File: config.mk
export PLATFORM = sky130hd
export DESIGN_NAME = t1_framer_control
export DESIGN_NICKNAME = d
export VERILOG_FILES = /design/src/t1_framer_control.v
export VERILOG_INCLUDE_DIRS = /design/src
export SDC_FILE = /design/constraint.sdc
export NUM_CORES = 2
export LEC_CHECK = 0
export BUFFER_PORTS_ARGS = -buffer_cell sky130_fd_sc_hd__buf_2
export CORE_ASPECT_RATIO = 0.8
export CORE_MARGIN = 5
export CORE_UTILIZATION = 40
export CTS_BUF_LIST = sky130_fd_sc_hd__clkbuf_2 sky130_fd_sc_hd__clkbuf_4 sky130_fd_sc_hd__clkbuf_8
export CTS_CLUSTER_SIZE = 12
export DETAILED_ROUTE_END_ITERATION = 8
export PLACE_DENSITY_LB_ADDON = 0.1
export REMOVE_ABC_BUFFERS = 1
export SYNTH_ARGS = -nofsm -noshare
export SYNTH_HDL_FRONTEND = slang
export SYNTH_SLANG_ARGS = --single-unit
export TNS_END_PERCENT = 50
File: constraint.sdc
create_clock -name clk_sys -period 12.5 [get_ports clk_sys]
set_input_delay 0.625 -clock clk_sys [delete_from_list [all_inputs] [get_ports clk_sys]]
set_output_delay 0.625 -clock clk_sys [all_outputs]
set_load 0.01 [all_outputs]
File: src/t1_framer_control_map.vh
`ifndef T1_FRAMER_CONTROL_MAP_VH
`define T1_FRAMER_CONTROL_MAP_VH
// ----------------------------------------
// Register indices, byte address is 4x
// ----------------------------------------
`define IDX_MASTER_MODE 6'h00
`define IDX_IO_CONFIG 6'h02
`define IDX_RX_SYNC 6'h03
`define IDX_RX_FORMAT 6'h04
`define IDX_TX_FORMAT 6'h05
`define IDX_TX_CODING 6'h06
`define IDX_COMMON_LINE 6'h07
`define IDX_SIG_EN_LO 6'h08
`define IDX_SIG_EN_MID 6'h09
`define IDX_SIG_EN_HI 6'h0a
`define IDX_INFO_ONE 6'h10
`define REG_RESET 8'h00
// ----------------------------------------
// Field positions
// ----------------------------------------
`define B_E1_MODE 1
`define B_TX_SYSCLK 1
`define B_RX_SYSCLK 0
`define B_CRIT_OOF 6
`define B_OOF_HI 5
`define B_OOF_LO 4
`define B_CRIT_SEL 3
`define B_QUAL_LEN 2
`define B_AUTO_OFF 1
`define B_RESYNC 0
`define B_RX_ESF 6
`define B_RX_ZSUB 5
`define B_RX_JCRC 1
`define B_RYEL 0
`define B_TX_JCRC 7
`define B_F_PASS 6
`define B_CRC_PASS 5
`define B_SW_SIG 4
`define B_STUFF_ALL 3
`define B_LINK_SRC 2
`define B_BLUE 1
`define B_TX_YEL 0
`define B_TX_ZSUB 7
`define B_F_PERIOD 4
`define B_F_BURST 3
`define B_TYELS 2
`define B_ZSUPP 0
`define B_RAI_CI 4
`define B_AIS_CI 3
`define B_TX_ESF 2
`define B_ENFORCE 1
`define B_RX_DENS 7
`define B_TX_DENS 6
`define B_OOF_ST 1
`define B_SYNC_ST 0
// ----------------------------------------
// Counts
// ----------------------------------------
`define QUAL_SHORT 5'd10
`define QUAL_LONG 5'd24
`define BURST_LEN 2'd3
`define ZERO_RUN_MAX 4'd15
`define CH_BIT7 1
`define CH_BIT2 6
`define SLOT_FT 2'd0
`define SLOT_CRC 2'd1
`define SLOT_FDL 2'd2
`endif

File: src/t1_framer_control.v
`timescale 1ns/100ps
`include "t1_framer_control_map.vh"
module t1_framer_control #(
  parameter N_MAX = 23,
  parameter CORRUPT_PERIOD = 128
) (
  // Clock and reset
  input wire clk_sys,
  input wire srst,
  input wire ce,
  // Wishbone slave
  input wire wb_cyc_i,
  input wire wb_stb_i,
  input wire wb_we_i,
  input wire [7:0] wb_adr_i,
  input wire [3:0] wb_sel_i,
  input wire [31:0] wb_dat_i,
  output reg [31:0] wb_dat_o,
  output reg wb_ack_o,
  // Receive framing events
  input wire rx_fbit_stb,
  input wire rx_fbit_ok,
  input wire rx_crc_stb,
  input wire rx_crc_ok,
  input wire rx_carrier_loss,
  output reg rx_in_sync,
  output reg rx_oof,
  output reg rx_search_fs,
  output reg rx_slip,
  // Mode outputs
  output reg e1_mode,
  output reg rx_esf,
  output reg tx_esf,
  output reg rx_b8zs,
  output reg tx_b8zs,
  output reg rx_jcrc,
  output reg tx_jcrc,
  output reg rx_yellow_s12,
  output reg tx_sysclk_2m,
  output reg rx_sysclk_2m,
  output reg tx_ais_ci_send,
  // Transmit channel bytes
  input wire tx_byte_stb,
  input wire [4:0] tx_chan,
  input wire [7:0] tx_byte,
  output reg tx_byte_out_stb,
  output reg [7:0] tx_byte_out,
  output reg tx_sig_from_regs,
  // Transmit framing bits
  input wire tx_fslot_stb,
  input wire [1:0] tx_slot_kind,
  input wire tx_frame12,
  input wire tx_fbit_internal,
  input wire tx_crc_internal,
  input wire tx_serial_in,
  input wire tx_fdl_legacy,
  input wire tx_fdl_hdlc,
  input wire tx_rai_ci_bit,
  output reg tx_fbit_out_stb,
  output reg tx_fbit_out,
  // Line bit streams
  input wire rx_line_stb,
  input wire rx_line_bit,
  input wire tx_line_stb,
  input wire tx_line_bit,
  output reg tx_line_out_stb,
  output reg tx_line_out
);

  localparam [31:0] WIN = 8 * (N_MAX + 1);
  localparam [7:0] WIN8 = WIN[7:0];
  localparam [2:0] ST_HUNT = 3'd0;
  localparam [2:0] ST_CRC = 3'd1;
  localparam [2:0] ST_SYNC = 3'd2;
  localparam [31:0] CP_FULL = CORRUPT_PERIOD - 1;
  localparam [6:0] CP_LAST = CP_FULL[6:0];

  // ----------------------------------------
  // Register file
  // ----------------------------------------
  reg [7:0] master_mode_reg;
  reg [7:0] io_config_reg;
  reg [7:0] receive_sync_control_reg;
  reg [7:0] receive_format_control_reg;
  reg [7:0] transmit_format_control_reg;
  reg [7:0] transmit_coding_control_reg;
  reg [7:0] common_line_control_reg;
  reg [23:0] sig_insert_en_reg;
  reg rx_dens_flag_reg;
  reg tx_dens_flag_reg;
  reg [7:0] rd_next;
  wire [5:0] idx = wb_adr_i[7:2];
  wire req = wb_cyc_i & wb_stb_i & ~wb_ack_o;
  wire wr = req & wb_we_i & wb_sel_i[0];
  wire [7:0] wd = wb_dat_i[7:0];
  wire t1_on = ~master_mode_reg[`B_E1_MODE];
  wire rx_dens_viol;
  wire tx_dens_viol;

  always @* begin
    case (idx)
      `IDX_MASTER_MODE: rd_next = master_mode_reg;
      `IDX_IO_CONFIG: rd_next = io_config_reg;
      `IDX_RX_SYNC: rd_next = receive_sync_control_reg;
      `IDX_RX_FORMAT: rd_next = receive_format_control_reg;
      `IDX_TX_FORMAT: rd_next = transmit_format_control_reg;
      `IDX_TX_CODING: rd_next = transmit_coding_control_reg;
      `IDX_COMMON_LINE: rd_next = common_line_control_reg;
      `IDX_SIG_EN_LO: rd_next = sig_insert_en_reg[7:0];
      `IDX_SIG_EN_MID: rd_next = sig_insert_en_reg[15:8];
      `IDX_SIG_EN_HI: rd_next = sig_insert_en_reg[23:16];
      `IDX_INFO_ONE: rd_next = {rx_dens_flag_reg, tx_dens_flag_reg, 4'h0,
                                rx_oof, rx_in_sync};
      default: rd_next = 8'h00;
    endcase
  end

  always @(posedge clk_sys) begin
    if (srst) begin
      wb_ack_o <= 1'b0;
      wb_dat_o <= 32'h00000000;
      master_mode_reg <= `REG_RESET;
      io_config_reg <= `REG_RESET;
      receive_sync_control_reg <= `REG_RESET;
      receive_format_control_reg <= `REG_RESET;
      transmit_format_control_reg <= `REG_RESET;
      transmit_coding_control_reg <= `REG_RESET;
      common_line_control_reg <= `REG_RESET;
      sig_insert_en_reg <= 24'h000000;
      rx_dens_flag_reg <= 1'b0;
      tx_dens_flag_reg <= 1'b0;
    end else if (ce) begin
      wb_ack_o <= req;
      wb_dat_o <= req ? {24'h000000, rd_next} : 32'h00000000;
      if (wr) begin
        case (idx)
          `IDX_MASTER_MODE: master_mode_reg <= wd & 8'h02;
          `IDX_IO_CONFIG: io_config_reg <= wd;
          `IDX_RX_SYNC: receive_sync_control_reg <= wd & 8'h7f;
          `IDX_RX_FORMAT: receive_format_control_reg <= wd & 8'h7b;
          `IDX_TX_FORMAT: transmit_format_control_reg <= wd;
          `IDX_TX_CODING: transmit_coding_control_reg <= wd & 8'hfd;
          `IDX_COMMON_LINE: common_line_control_reg <= wd & 8'h1f;
          `IDX_SIG_EN_LO: sig_insert_en_reg[7:0] <= wd;
          `IDX_SIG_EN_MID: sig_insert_en_reg[15:8] <= wd;
          `IDX_SIG_EN_HI: sig_insert_en_reg[23:16] <= wd;
          default: ;
        endcase
      end
      rx_dens_flag_reg <= rx_dens_viol | (rx_dens_flag_reg &
        ~(wr && idx == `IDX_INFO_ONE && wd[`B_RX_DENS]));
      tx_dens_flag_reg <= tx_dens_viol | (tx_dens_flag_reg &
        ~(wr && idx == `IDX_INFO_ONE && wd[`B_TX_DENS]));
    end
  end

  // ----------------------------------------
  // Mode outputs
  // ----------------------------------------
  always @(posedge clk_sys) begin
    if (srst) begin
      e1_mode <= 1'b0;
      rx_esf <= 1'b0;
      tx_esf <= 1'b0;
      rx_b8zs <= 1'b0;
      tx_b8zs <= 1'b0;
      rx_jcrc <= 1'b0;
      tx_jcrc <= 1'b0;
      rx_yellow_s12 <= 1'b0;
      tx_sysclk_2m <= 1'b0;
      rx_sysclk_2m <= 1'b0;
      tx_ais_ci_send <= 1'b0;
    end else if (ce) begin
      e1_mode <= master_mode_reg[`B_E1_MODE];
      rx_esf <= receive_format_control_reg[`B_RX_ESF];
      tx_esf <= common_line_control_reg[`B_TX_ESF];
      rx_b8zs <= receive_format_control_reg[`B_RX_ZSUB];
      tx_b8zs <= transmit_coding_control_reg[`B_TX_ZSUB];
      rx_jcrc <= receive_format_control_reg[`B_RX_JCRC];
      tx_jcrc <= transmit_format_control_reg[`B_TX_JCRC];
      rx_yellow_s12 <= receive_format_control_reg[`B_RYEL];
      tx_sysclk_2m <= io_config_reg[`B_TX_SYSCLK];
      rx_sysclk_2m <= io_config_reg[`B_RX_SYSCLK];
      tx_ais_ci_send <= t1_on & common_line_control_reg[`B_AIS_CI] &
                        transmit_format_control_reg[`B_BLUE];
    end
  end

  // ----------------------------------------
  // Receive sync control
  // ----------------------------------------
  reg [2:0] sync_state_reg;
  reg [4:0] qual_cnt_reg;
  reg [5:0] err_hist_reg;
  reg resync_prev_reg;
  wire auto_resync_criterion = receive_sync_control_reg[`B_CRIT_OOF];
  wire [1:0] oof_sel = {receive_sync_control_reg[`B_OOF_HI],
                        receive_sync_control_reg[`B_OOF_LO]};
  wire sync_crit = receive_sync_control_reg[`B_CRIT_SEL];
  wire [4:0] qual_target = receive_sync_control_reg[`B_QUAL_LEN] ?
                           `QUAL_LONG : `QUAL_SHORT;
  wire auto_on = ~receive_sync_control_reg[`B_AUTO_OFF];
  wire resync_bit = receive_sync_control_reg[`B_RESYNC];
  wire [5:0] err_win = {err_hist_reg[4:0], ~rx_fbit_ok};
  reg [5:0] win_mask;
  wire [2:0] err_cnt;
  wire oof_now;
  wire resync_cmd;
  wire auto_trig;

  always @* begin
    case (oof_sel)
      2'b00: win_mask = 6'h0f;
      2'b01: win_mask = 6'h1f;
      default: win_mask = 6'h3f;
    endcase
  end

  function [2:0] ones6;
    input [5:0] v;
    begin
      ones6 = {2'b00, v[0]} + {2'b00, v[1]} + {2'b00, v[2]} +
              {2'b00, v[3]} + {2'b00, v[4]} + {2'b00, v[5]};
    end
  endfunction

  assign err_cnt = ones6(err_win & win_mask);
  assign oof_now = rx_fbit_stb & (err_cnt >= 3'd2);
  assign resync_cmd = resync_bit & ~resync_prev_reg;
  assign auto_trig = auto_on & (oof_now | (rx_carrier_loss & ~auto_resync_criterion));

  always @(posedge clk_sys) begin
    if (srst) begin
      sync_state_reg <= ST_HUNT;
      qual_cnt_reg <= 5'd0;
      err_hist_reg <= 6'h00;
      resync_prev_reg <= 1'b0;
      rx_in_sync <= 1'b0;
      rx_oof <= 1'b1;
      rx_search_fs <= 1'b0;
      rx_slip <= 1'b0;
    end else if (ce) begin
      resync_prev_reg <= resync_bit;
      rx_slip <= 1'b0;
      if (!t1_on) begin
        sync_state_reg <= ST_HUNT;
        qual_cnt_reg <= 5'd0;
        rx_in_sync <= 1'b0;
        rx_oof <= 1'b1;
        rx_search_fs <= 1'b0;
      end else if (resync_cmd || (sync_state_reg == ST_SYNC && auto_trig)) begin
        sync_state_reg <= ST_HUNT;
        qual_cnt_reg <= 5'd0;
        err_hist_reg <= 6'h00;
        rx_in_sync <= 1'b0;
        rx_oof <= 1'b1;
        rx_search_fs <= 1'b0;
      end else begin
        case (sync_state_reg)
          ST_HUNT: begin
            if (rx_fbit_stb && !rx_fbit_ok) begin
              qual_cnt_reg <= 5'd0;
              rx_slip <= 1'b1;
            end else if (rx_fbit_stb && qual_cnt_reg + 5'd1 < qual_target) begin
              qual_cnt_reg <= qual_cnt_reg + 5'd1;
            end else if (rx_fbit_stb) begin
              qual_cnt_reg <= 5'd0;
              if (!rx_esf && !sync_crit && !rx_search_fs) begin
                rx_search_fs <= 1'b1;
              end else if (rx_esf && sync_crit) begin
                sync_state_reg <= ST_CRC;
              end else begin
                sync_state_reg <= ST_SYNC;
                rx_in_sync <= 1'b1;
                rx_oof <= 1'b0;
                rx_search_fs <= 1'b0;
              end
            end
          end
          ST_CRC: begin
            if (rx_crc_stb && rx_crc_ok) begin
              sync_state_reg <= ST_SYNC;
              rx_in_sync <= 1'b1;
              rx_oof <= 1'b0;
            end else if (rx_crc_stb) begin
              sync_state_reg <= ST_HUNT;
              rx_slip <= 1'b1;
            end
          end
          ST_SYNC: begin
            if (rx_fbit_stb) begin
              err_hist_reg <= err_win;
            end
            if (oof_now) begin
              rx_oof <= 1'b1;
              rx_in_sync <= 1'b0;
              err_hist_reg <= 6'h00;
            end
          end
          default: sync_state_reg <= ST_HUNT;
        endcase
      end
    end
  end

  // ----------------------------------------
  // Transmit channel bytes
  // ----------------------------------------
  reg [7:0] byte_next;
  wire ch_en = sig_insert_en_reg[tx_chan];
  wire blue = transmit_format_control_reg[`B_BLUE];
  wire tx_yel = transmit_format_control_reg[`B_TX_YEL];
  wire tx_yel_s12 = transmit_coding_control_reg[`B_TYELS];

  always @* begin
    byte_next = tx_byte;
    if (tx_byte == 8'h00 && transmit_coding_control_reg[`B_ZSUPP] &&
        (transmit_format_control_reg[`B_STUFF_ALL] || ch_en)) begin
      byte_next[`CH_BIT7] = 1'b1;
    end
    if (tx_yel && !tx_esf && !tx_yel_s12) begin
      byte_next[`CH_BIT2] = 1'b0;
    end
    if (blue) begin
      byte_next = 8'hff;
    end
  end

  always @(posedge clk_sys) begin
    if (srst) begin
      tx_byte_out_stb <= 1'b0;
      tx_byte_out <= 8'h00;
      tx_sig_from_regs <= 1'b0;
    end else if (ce) begin
      tx_byte_out_stb <= tx_byte_stb & t1_on;
      if (tx_byte_stb && t1_on) begin
        tx_byte_out <= byte_next;
        tx_sig_from_regs <= transmit_format_control_reg[`B_SW_SIG] & ch_en & ~blue;
      end
    end
  end

  // ----------------------------------------
  // Transmit framing bits
  // ----------------------------------------
  reg [6:0] ft_cnt_reg;
  reg [1:0] burst_cnt_reg;
  reg burst_prev_reg;
  reg fbit_next;
  wire burst_bit = transmit_coding_control_reg[`B_F_BURST];
  wire ft_slot = tx_fslot_stb & t1_on & (tx_slot_kind == `SLOT_FT);
  wire corrupt = (transmit_coding_control_reg[`B_F_PERIOD] && ft_cnt_reg == CP_LAST) ||
                 (burst_cnt_reg != 2'd0);

  always @* begin
    fbit_next = tx_fbit_internal;
    case (tx_slot_kind)
      `SLOT_FT: begin
        if (transmit_format_control_reg[`B_F_PASS]) begin
          fbit_next = tx_serial_in;
        end
        if (corrupt) begin
          fbit_next = ~fbit_next;
        end
      end
      `SLOT_CRC: begin
        fbit_next = (transmit_format_control_reg[`B_CRC_PASS] ||
                     transmit_format_control_reg[`B_F_PASS]) ?
                    tx_serial_in : tx_crc_internal;
      end
      `SLOT_FDL: begin
        fbit_next = transmit_format_control_reg[`B_LINK_SRC] ?
                    tx_fdl_hdlc : tx_fdl_legacy;
        if (common_line_control_reg[`B_RAI_CI] && tx_esf) begin
          fbit_next = tx_rai_ci_bit;
        end
        if (tx_yel && !tx_esf && tx_yel_s12 && tx_frame12) begin
          fbit_next = 1'b1;
        end
        if (transmit_format_control_reg[`B_F_PASS]) begin
          fbit_next = tx_serial_in;
        end
      end
      default: fbit_next = tx_fbit_internal;
    endcase
    if (blue) begin
      fbit_next = 1'b1;
    end
  end

  always @(posedge clk_sys) begin
    if (srst) begin
      ft_cnt_reg <= 7'd0;
      burst_cnt_reg <= 2'd0;
      burst_prev_reg <= 1'b0;
      tx_fbit_out_stb <= 1'b0;
      tx_fbit_out <= 1'b0;
    end else if (ce) begin
      burst_prev_reg <= burst_bit;
      tx_fbit_out_stb <= tx_fslot_stb & t1_on;
      if (tx_fslot_stb && t1_on) begin
        tx_fbit_out <= fbit_next;
      end
      if (!transmit_coding_control_reg[`B_F_PERIOD]) begin
        ft_cnt_reg <= 7'd0;
      end else if (ft_slot) begin
        ft_cnt_reg <= (ft_cnt_reg == CP_LAST) ? 7'd0 : ft_cnt_reg + 7'd1;
      end
      if (burst_bit && !burst_prev_reg) begin
        burst_cnt_reg <= `BURST_LEN;
      end else if (ft_slot && burst_cnt_reg != 2'd0) begin
        burst_cnt_reg <= burst_cnt_reg - 2'd1;
      end
    end
  end

  // ----------------------------------------
  // Pulse density monitors and enforcer
  // ----------------------------------------
  reg [WIN-1:0] rx_hist_reg;
  reg [WIN-1:0] tx_hist_reg;
  reg [7:0] rx_fill_reg;
  reg [7:0] tx_fill_reg;
  reg [3:0] rx_zrun_reg;
  reg [3:0] tx_zrun_reg;
  wire [N_MAX:1] rx_win_bad;
  wire [N_MAX:1] tx_bad0;
  wire [N_MAX:1] tx_win_bad;
  wire rx_bit = rx_line_stb & t1_on;
  wire tx_bit = tx_line_stb & t1_on;
  wire tx_would0 = (tx_zrun_reg == `ZERO_RUN_MAX) | (|tx_bad0);
  wire tx_eff = tx_line_bit |
                (common_line_control_reg[`B_ENFORCE] & tx_would0);

  genvar n;
  generate
    for (n = 1; n <= N_MAX; n = n + 1) begin : g_dens
      localparam [31:0] L = 8 * (n + 1);
      localparam [31:0] NW = n;
      localparam [31:0] LW = L - 1;
      localparam [7:0] NN = NW[7:0];
      localparam [7:0] LM1 = LW[7:0];
      reg [7:0] rx_cnt_reg;
      reg [7:0] tx_cnt_reg;
      wire [7:0] rx_new = rx_cnt_reg - {7'd0, rx_hist_reg[L-1]} +
                          {7'd0, rx_line_bit};
      wire [7:0] tx_new0 = tx_cnt_reg - {7'd0, tx_hist_reg[L-1]};
      wire [7:0] tx_new = tx_new0 + {7'd0, tx_eff};
      assign rx_win_bad[n] = (rx_fill_reg >= LM1) && (rx_new < NN);
      assign tx_bad0[n] = (tx_fill_reg >= LM1) && (tx_new0 < NN);
      assign tx_win_bad[n] = (tx_fill_reg >= LM1) && (tx_new < NN);
      always @(posedge clk_sys) begin
        if (srst) begin
          rx_cnt_reg <= 8'd0;
          tx_cnt_reg <= 8'd0;
        end else if (ce) begin
          if (rx_bit) begin
            rx_cnt_reg <= rx_new;
          end
          if (tx_bit) begin
            tx_cnt_reg <= tx_new;
          end
        end
      end
    end
  endgenerate

  assign rx_dens_viol = rx_bit &
    (((rx_zrun_reg == `ZERO_RUN_MAX) & ~rx_line_bit) | (|rx_win_bad));
  assign tx_dens_viol = tx_bit &
    ((tx_would0 & ~tx_line_bit) | (|tx_win_bad));

  always @(posedge clk_sys) begin
    if (srst) begin
      rx_hist_reg <= {WIN{1'b0}};
      tx_hist_reg <= {WIN{1'b0}};
      rx_fill_reg <= 8'd0;
      tx_fill_reg <= 8'd0;
      rx_zrun_reg <= 4'd0;
      tx_zrun_reg <= 4'd0;
      tx_line_out_stb <= 1'b0;
      tx_line_out <= 1'b0;
    end else if (ce) begin
      tx_line_out_stb <= tx_bit;
      if (rx_bit) begin
        rx_hist_reg <= {rx_hist_reg[WIN-2:0], rx_line_bit};
        rx_fill_reg <= (rx_fill_reg == WIN8) ? WIN8 : rx_fill_reg + 8'd1;
        rx_zrun_reg <= rx_line_bit ? 4'd0 :
          ((rx_zrun_reg == `ZERO_RUN_MAX) ? rx_zrun_reg : rx_zrun_reg + 4'd1);
      end
      if (tx_bit) begin
        tx_line_out <= tx_eff;
        tx_hist_reg <= {tx_hist_reg[WIN-2:0], tx_eff};
        tx_fill_reg <= (tx_fill_reg == WIN8) ? WIN8 : tx_fill_reg + 8'd1;
        tx_zrun_reg <= tx_eff ? 4'd0 :
          ((tx_zrun_reg == `ZERO_RUN_MAX) ? tx_zrun_reg : tx_zrun_reg + 4'd1);
      end
    end
  end

endmodule

Yosys cells after proc, flatten, opt, wreduce, memory -nomap -nowiden
Cells that the tools add are included.
W data, S select, Z words.
{"block": "classes", "addsub": 104, "magnitude_cmp": 118, "eq_ne": 35, "mux": 83, "bitwise_logic": 44, "n_reduce_logical": 141}
{"op": "$add A8 B1 Y8", "count": 46}
{"op": "$sub A8 B1 Y8", "count": 46}
{"op": "$lt A8 B4 Y1 const B", "count": 24}
{"op": "$lt A8 B5 Y1 const B", "count": 24}
{"op": "$ge A8 B7 Y1 const B", "count": 16}
{"op": "$ge A8 B8 Y1 const B", "count": 16}
{"op": "$lt A8 B3 Y1 const B", "count": 12}
{"op": "$logic_and A1 B1 Y1", "count": 91}
{"op": "$pmux W8 S11", "count": 1}
{"op": "$reduce_or A23 Y1", "count": 3}
{"op": "$ge A8 B6 Y1 const B", "count": 8}
{"op": "$mux W5", "count": 11}
{"op": "$lt A8 B2 Y1 const B", "count": 6}
{"op": "$mux W1", "count": 42}
{"op": "$reduce_and A3 Y1", "count": 13}
{"op": "$ge A8 B5 Y1 const B", "count": 4}
{"op": "$mux W8", "count": 4}
{"op": "$ne A4 B4 Y1 const B", "count": 7}
{"op": "$and A1 B1 Y1", "count": 24}
{"op": "$eq A6 B3 Y1 const B", "count": 4}
{"op": "$lt A8 B1 Y1 const B", "count": 3}
{"op": "$mux W3", "count": 8}
{"op": "$mux W7", "count": 3}
{"op": "$eq A6 B4 Y1 const B", "count": 3}
{"op": "other kinds (51)", "count": 106}
{"block": "totals", "ff_bits": 930, "in_bits": 83, "wordCells": 620}

Depth between registers and ports, before layout
{"block": "logic_depth", "ltp_word": 16, "mapped_depth": 25, "depth_no_buf": 22}

Least setup slack after synthesis
No wires, ideal clock.
{"block": "synth_path", "path_type": "flip-flop to flip-flop", "start": "register tx_hist_reg[95]", "end": "register tx_dens_flag_reg", "setup_ns": 0.120, "t_arrival_ns": 5.493, "required_time_ns": 12.380, "path_slack_ns": 6.888, "stages_incl_launch_ff": 22, "n_path_buf": 1, "path_cell_list": "dfxtp_1 ha_1 ha_1 or3b_1 clkbuf_1 nor3b_1 o21a_1 and4_1 nor4bb_1 nand4b_1 o31ai_2 nand2_1 ha_1 ha_1 and3_1 a41oi_1 o21ai_0 mux2_2 o31ai_1 o2111ai_1 or4_1 o31a_1"}
{"block": "synth_via", "elab_chain_len": 14}
{"item": "from (decl)", "line_no": "t1_framer_control.v:421", "source": "reg [WIN-1:0] tx_hist_reg;"}
{"item": "from (signal assigned)", "line_no": "t1_framer_control.v:476", "source": "tx_hist_reg <= {WIN{1'b0}};"}
{"item": "from (signal assigned)", "line_no": "t1_framer_control.v:493", "source": "tx_hist_reg <= {tx_hist_reg[WIN-2:0], tx_eff};"}
{"item": "$sub A8 B1 Y8 (*)", "line_no": "t1_framer_control.v:447", "source": "wire [7:0] tx_new0 = tx_cnt_reg - {7'd0, tx_hist_reg[L-1]};"}
{"item": "$lt A8 B4 Y1 (*)", "line_no": "t1_framer_control.v:450", "source": "assign tx_bad0[n] = (tx_fill_reg >= LM1) && (tx_new0 < NN);"}
{"item": "$logic_and A1 B1 Y1 (*)", "line_no": "t1_framer_control.v:450"}
{"item": "$reduce_or A23 Y1 (*)", "line_no": "t1_framer_control.v:431", "source": "wire tx_would0 = (tx_zrun_reg == `ZERO_RUN_MAX) | (|tx_bad0);"}
{"item": "$or A1 B1 Y1 (*)", "line_no": "t1_framer_control.v:431"}
{"item": "$and A1 B1 Y1 (*)", "line_no": "t1_framer_control.v:433", "source": "(common_line_control_reg[`B_ENFORCE] & tx_would0);"}
{"item": "$or A1 B1 Y1 (*)", "line_no": "t1_framer_control.v:432", "source": "wire tx_eff = tx_line_bit |"}
{"item": "via tx_eff", "line_no": "t1_framer_control.v:432"}
{"item": "$add A8 B1 Y8", "line_no": "t1_framer_control.v:448", "source": "wire [7:0] tx_new = tx_new0 + {7'd0, tx_eff};"}
{"item": "$lt A8 B1 Y1, or another cell as far along", "line_no": "t1_framer_control.v:451", "source": "assign tx_win_bad[n] = (tx_fill_reg >= LM1) && (tx_new < NN);"}
{"item": "$logic_and A1 B1 Y1", "line_no": "t1_framer_control.v:451"}
{"item": "$reduce_or A23 Y1 (*)", "line_no": "t1_framer_control.v:471", "source": "((tx_would0 & ~tx_line_bit) | (|tx_win_bad));"}
{"item": "$or A1 B1 Y1 (*)", "line_no": "t1_framer_control.v:471"}
{"item": "$and A1 B1 Y1 (*)", "line_no": "t1_framer_control.v:470", "source": "assign tx_dens_viol = tx_bit &"}
{"item": "$or A1 B1 Y1 (*)", "line_no": "t1_framer_control.v:152", "source": "tx_dens_flag_reg <= tx_dens_viol | (tx_dens_flag_reg &"}
{"item": "to (signal assigned)", "line_no": "t1_framer_control.v:152"}
{"item": "to (decl)", "line_no": "t1_framer_control.v:90", "source": "reg tx_dens_flag_reg;"}
The timed path passes the listed nets; every way through them passes the cells marked *.
A chain may end at the register's enable or synchronous reset.

Worst setup path after layout
{"block": "layout_path", "start": "register tx_fill_reg[7]", "end": "register tx_dens_flag_reg"}
{"block": "layout_via", "elab_chain_len": 13}
{"item": "from (decl)", "line_no": "t1_framer_control.v:423", "source": "reg [7:0] tx_fill_reg;"}
{"item": "from (signal assigned)", "line_no": "t1_framer_control.v:494", "source": "tx_fill_reg <= (tx_fill_reg == WIN8) ? WIN8 : tx_fill_reg + 8'd1;"}
{"item": "$ge A8 B4 Y1, or another cell as far along", "line_no": "t1_framer_control.v:450"}
{"item": "$logic_and A1 B1 Y1", "line_no": "t1_framer_control.v:450"}
{"item": "$reduce_or A23 Y1 (*)", "line_no": "t1_framer_control.v:431"}
{"item": "$or A1 B1 Y1 (*)", "line_no": "t1_framer_control.v:431"}
{"item": "$and A1 B1 Y1 (*)", "line_no": "t1_framer_control.v:433"}
{"item": "$or A1 B1 Y1 (*)", "line_no": "t1_framer_control.v:432"}
{"item": "via tx_eff", "line_no": "t1_framer_control.v:432"}
{"item": "$add A8 B1 Y8", "line_no": "t1_framer_control.v:448"}
{"item": "$lt A8 B1 Y1, or another cell as far along", "line_no": "t1_framer_control.v:451"}
{"item": "$logic_and A1 B1 Y1", "line_no": "t1_framer_control.v:451"}
{"item": "$reduce_or A23 Y1 (*)", "line_no": "t1_framer_control.v:471"}
{"item": "$or A1 B1 Y1 (*)", "line_no": "t1_framer_control.v:471"}
{"item": "$and A1 B1 Y1 (*)", "line_no": "t1_framer_control.v:470"}
{"item": "$or A1 B1 Y1 (*)", "line_no": "t1_framer_control.v:152"}
Marks and branches as above.

==> out/qor.csv <==
stage,metric,value,unit
run_status,status,completed,
grt,largest net degree at the start of global routing,198,
detailed_routing,post-route ant nets,0,
setup_path,critical path cell sequence,"or2_2, nor3_1, or4_1, nor4_1, buf_4, nor4_1, nand4b_1, o31ai_2, nand2_1, buf_4, ha_1, ha_1, and4b_1, a31oi_1, xnor2_1, nor2_1, nor4b_1, a22oi_1, nand4_1, or4_1, o31a_1",
cells_and_area,share of layout cells above drive strength 1,7.26,%
timing,Layout Skew,55.2,ps
grt,antenna violations before repair,1,
die,CORE AREA,129000,sq um
die,I/O Pins,145,
placed_design,area post-placement,53100,sq um
synthesis,Mapped Area,51800,sq um
setup_path,CP startpoint kind,register,
placed_design,GPL Wtd Cong,0.820,
clocking,Num CTS Buffers,162,
timing,minimum clock period,7100,ps
synthesis,"top cells by area, synth","dfxtp_1 (35%), nand2_1 (9.8%), a21oi_1 (8.5%)",
placed_design,I/O Buffers,91,
synthesis,top-count cell post-synth,nand2_1,
die,starting density of the core,40.2,%
detailed_routing,Post-route DRC,0,
cells_and_area,final instance area,56800,sq um
die,DIE HEIGHT,332,um
clocking,CTS Buffer Depth,3,
die,Die Wd,412,um
clocking,H-tree levels,4,
synthesis,"EDFF count, synth",0,
timing,"Hold Vio Cnt, Final",0,
detailed_routing,Detailed Route Iter0 Violations,2718,
setup_path,flop2flop setup slack,5400,ps
clocking,Post-CTS Setup Bufs,0,
power,VDD IR max,0.0935,mV
timing,RSZ-0062 raised after global routing,false,
clocking,Clock Sinks,904,
synthesis,predominant post-synthesis flop cell,dfxtp_1,
setup_path,max incr delay on CP,660,ps
setup_path,Worst EP arrival,7840,ps
setup_path,Worst R2R Path Depth,21,
die,Die Area,137000,sq um
setup_path,Critical Path RT,13250,ps
timing,Worst slew margin,21.7,%
clocking,Clock Tree Root,clkbuf_8,
synthesis,cell count after synthesis,6778,
timing,Max Freq,0.141,GHz
synthesis,Post-synth top cells,"nand2_1 (1352), dfxtp_1 (904), a21oi_1 (878), nor2_1 (499), clkbuf_1 (403)",
detailed_routing,vias per std cell,5.14,
synthesis,sequential share of the synthesized area,34.9,%
synthesis,"FF+latch count, synth",904,
synthesis,Avg Synthesized Cell Area,7.64,sq um
detailed_routing,WL final,124,mm
clocking,CTS tree,done,
timing,worst slew pin tran,1170,ps
grt,GRT overflow,0,
grt,vias in the first global route,40169,
detailed_routing,DR WL/cell,14.6,um
timing,Total Neg Setup Slack,0,ps
synthesis,Yosys top cell by area,dfxtp_1,
timing,Slew Limit Fails,0,
synthesis,Ys Warns,0,
clocking,CTS clock-pin slew for the worst setup and hold paths,60,ps
detailed_routing,drt first pass iters,6,
cells_and_area,Post-layout nets,7051,
grt,global-route wire length before repair,207,mm
clocking,latest clock arrival within the worst-skew pair,880,ps
hold_path,hold crit path type,in -> reg,
setup_path,Crit-path slowest cell,nor3_1,
timing,Tcrit/Tclk final,56.8,%
placed_design,DPL Wire Length,81.0,mm
power,Power Dens Cells,124,nW/um^2
synthesis,Yosys top cell area share,34.9,%
setup_path,Crit Path Category,reg -> reg,
synthesis,synth unique cells,93,
detailed_routing,via count,43773,
timing,Worst Hold Slack,138,ps
power,leak pwr,20.7,nW
cells_and_area,area delta synth->final,9.64,%
job,max_cap viols,0,
grt,gr usage total,17.6,%
hold_path,hold path depth,3,
die,row count,118,
timing,Final setup viols,0,
setup_path,Worst setup EP type,register,
setup_path,CP max FO,22,
synthesis,asr flop ratio synth,0,%
==> metrics by stage <==
step	total power, mW	std cells	setup WS, ps	utilization [%]
final	7.03	8519	5400	44.0
after global routing	7.42	8517	4810	44.0
after CTS	7.16	8516	5260	44.0
after detailed placement	4.00	8219	5280	41.1
after global placement	3.99	8219	5330	41.1
after floorplan	3.77	6351	3710	-
==> worst max-delay path, delay by kind of cell (launching register included) <==
family                   cells  cell delay [ps]
AND/OR/NAND/NOR             12             3540
AO/OA/AOI/OAI                4             1590
buffers and inverters        2              570
flip-flops                   1              560
adder cells (fa/ha/maj)      2              530
XOR/XNOR                     1              170
==> final timing paths <==
| check | endpoint | startpoint |
|---|---|---|
| worst max register to register | tx_dens_flag_reg | tx_fill_reg[7] |
| worst min register to register | tx_hist_reg[125] | tx_hist_reg[124] |
| worst max-delay path | tx_dens_flag_reg | tx_fill_reg[7] |
| worst min-delay path | tx_fbit_out | tx_slot_kind[1] |
==> cells in the final DEF, fill, tap and decap left out, types with 161 or more instances in the layout <==
master	instances
xnor2_1	264
inv_1	385
ha_1	290
clkbuf_8	201
dfxtp_1	904
nor2_1	499
o21ai_0	186
a21oi_1	878
nand2_1	1350
xor2_1	161
==> what timing repair did <==
action | in CTS | in global routing
resized for setup | 0 | 0
hold buffers | 9 | 0
endpoints found under the hold margin | 10 | 0
==> power by group <==
part / internal [mW] / switching [mW] / leakage, nW / total, mW
clock: 1.77 / 1.32 / 1.92 / 3.09
combinational: 0.380 / 0.559 / 11.5 / 0.939
sequential: 2.95 / 0.0519 / 7.30 / 3.00
==> routing by layer <==
metal / track usage, % / share of wire (%) / wire (um)
met5: 0 / 0 / 0
met1: 26.6 / 53 / 65900
met3: 3.29 / 4.2 / 5180
met4: 4.16 / 1.5 / 1880
met2: 25.8 / 41 / 51300
==> kinds of logic (layout without fill, tap and decap cells) <==
family | Yosys count | after routing | synth area share (%)
AO/OA/AOI/OAI | 1533 | 1533 | 17.4
AND/OR/NAND/NOR | 2602 | 2602 | 22.8
flip-flops | 904 | 904 | 34.9
multiplexers | 159 | 159 | 3.31
other | 1 | 27 | 0.00724
XOR/XNOR | 427 | 427 | 7.26
adder cells (fa/ha/maj) | 316 | 316 | 8.01
buffers and inverters | 836 | 811 | 6.25
==> area by class of cell <==
type                    instances  area, sq um
well taps                    1740         2180
repair buffers                137          871
clock buffers                 243         3080
flip-flops and latches        904        18100
inverters                     386         1450
multi-input cells            5061        30600
fillers                     13124        72200
clock inverters                45          533
diodes                          3         7.51
(Power assumes the default switching activity.)
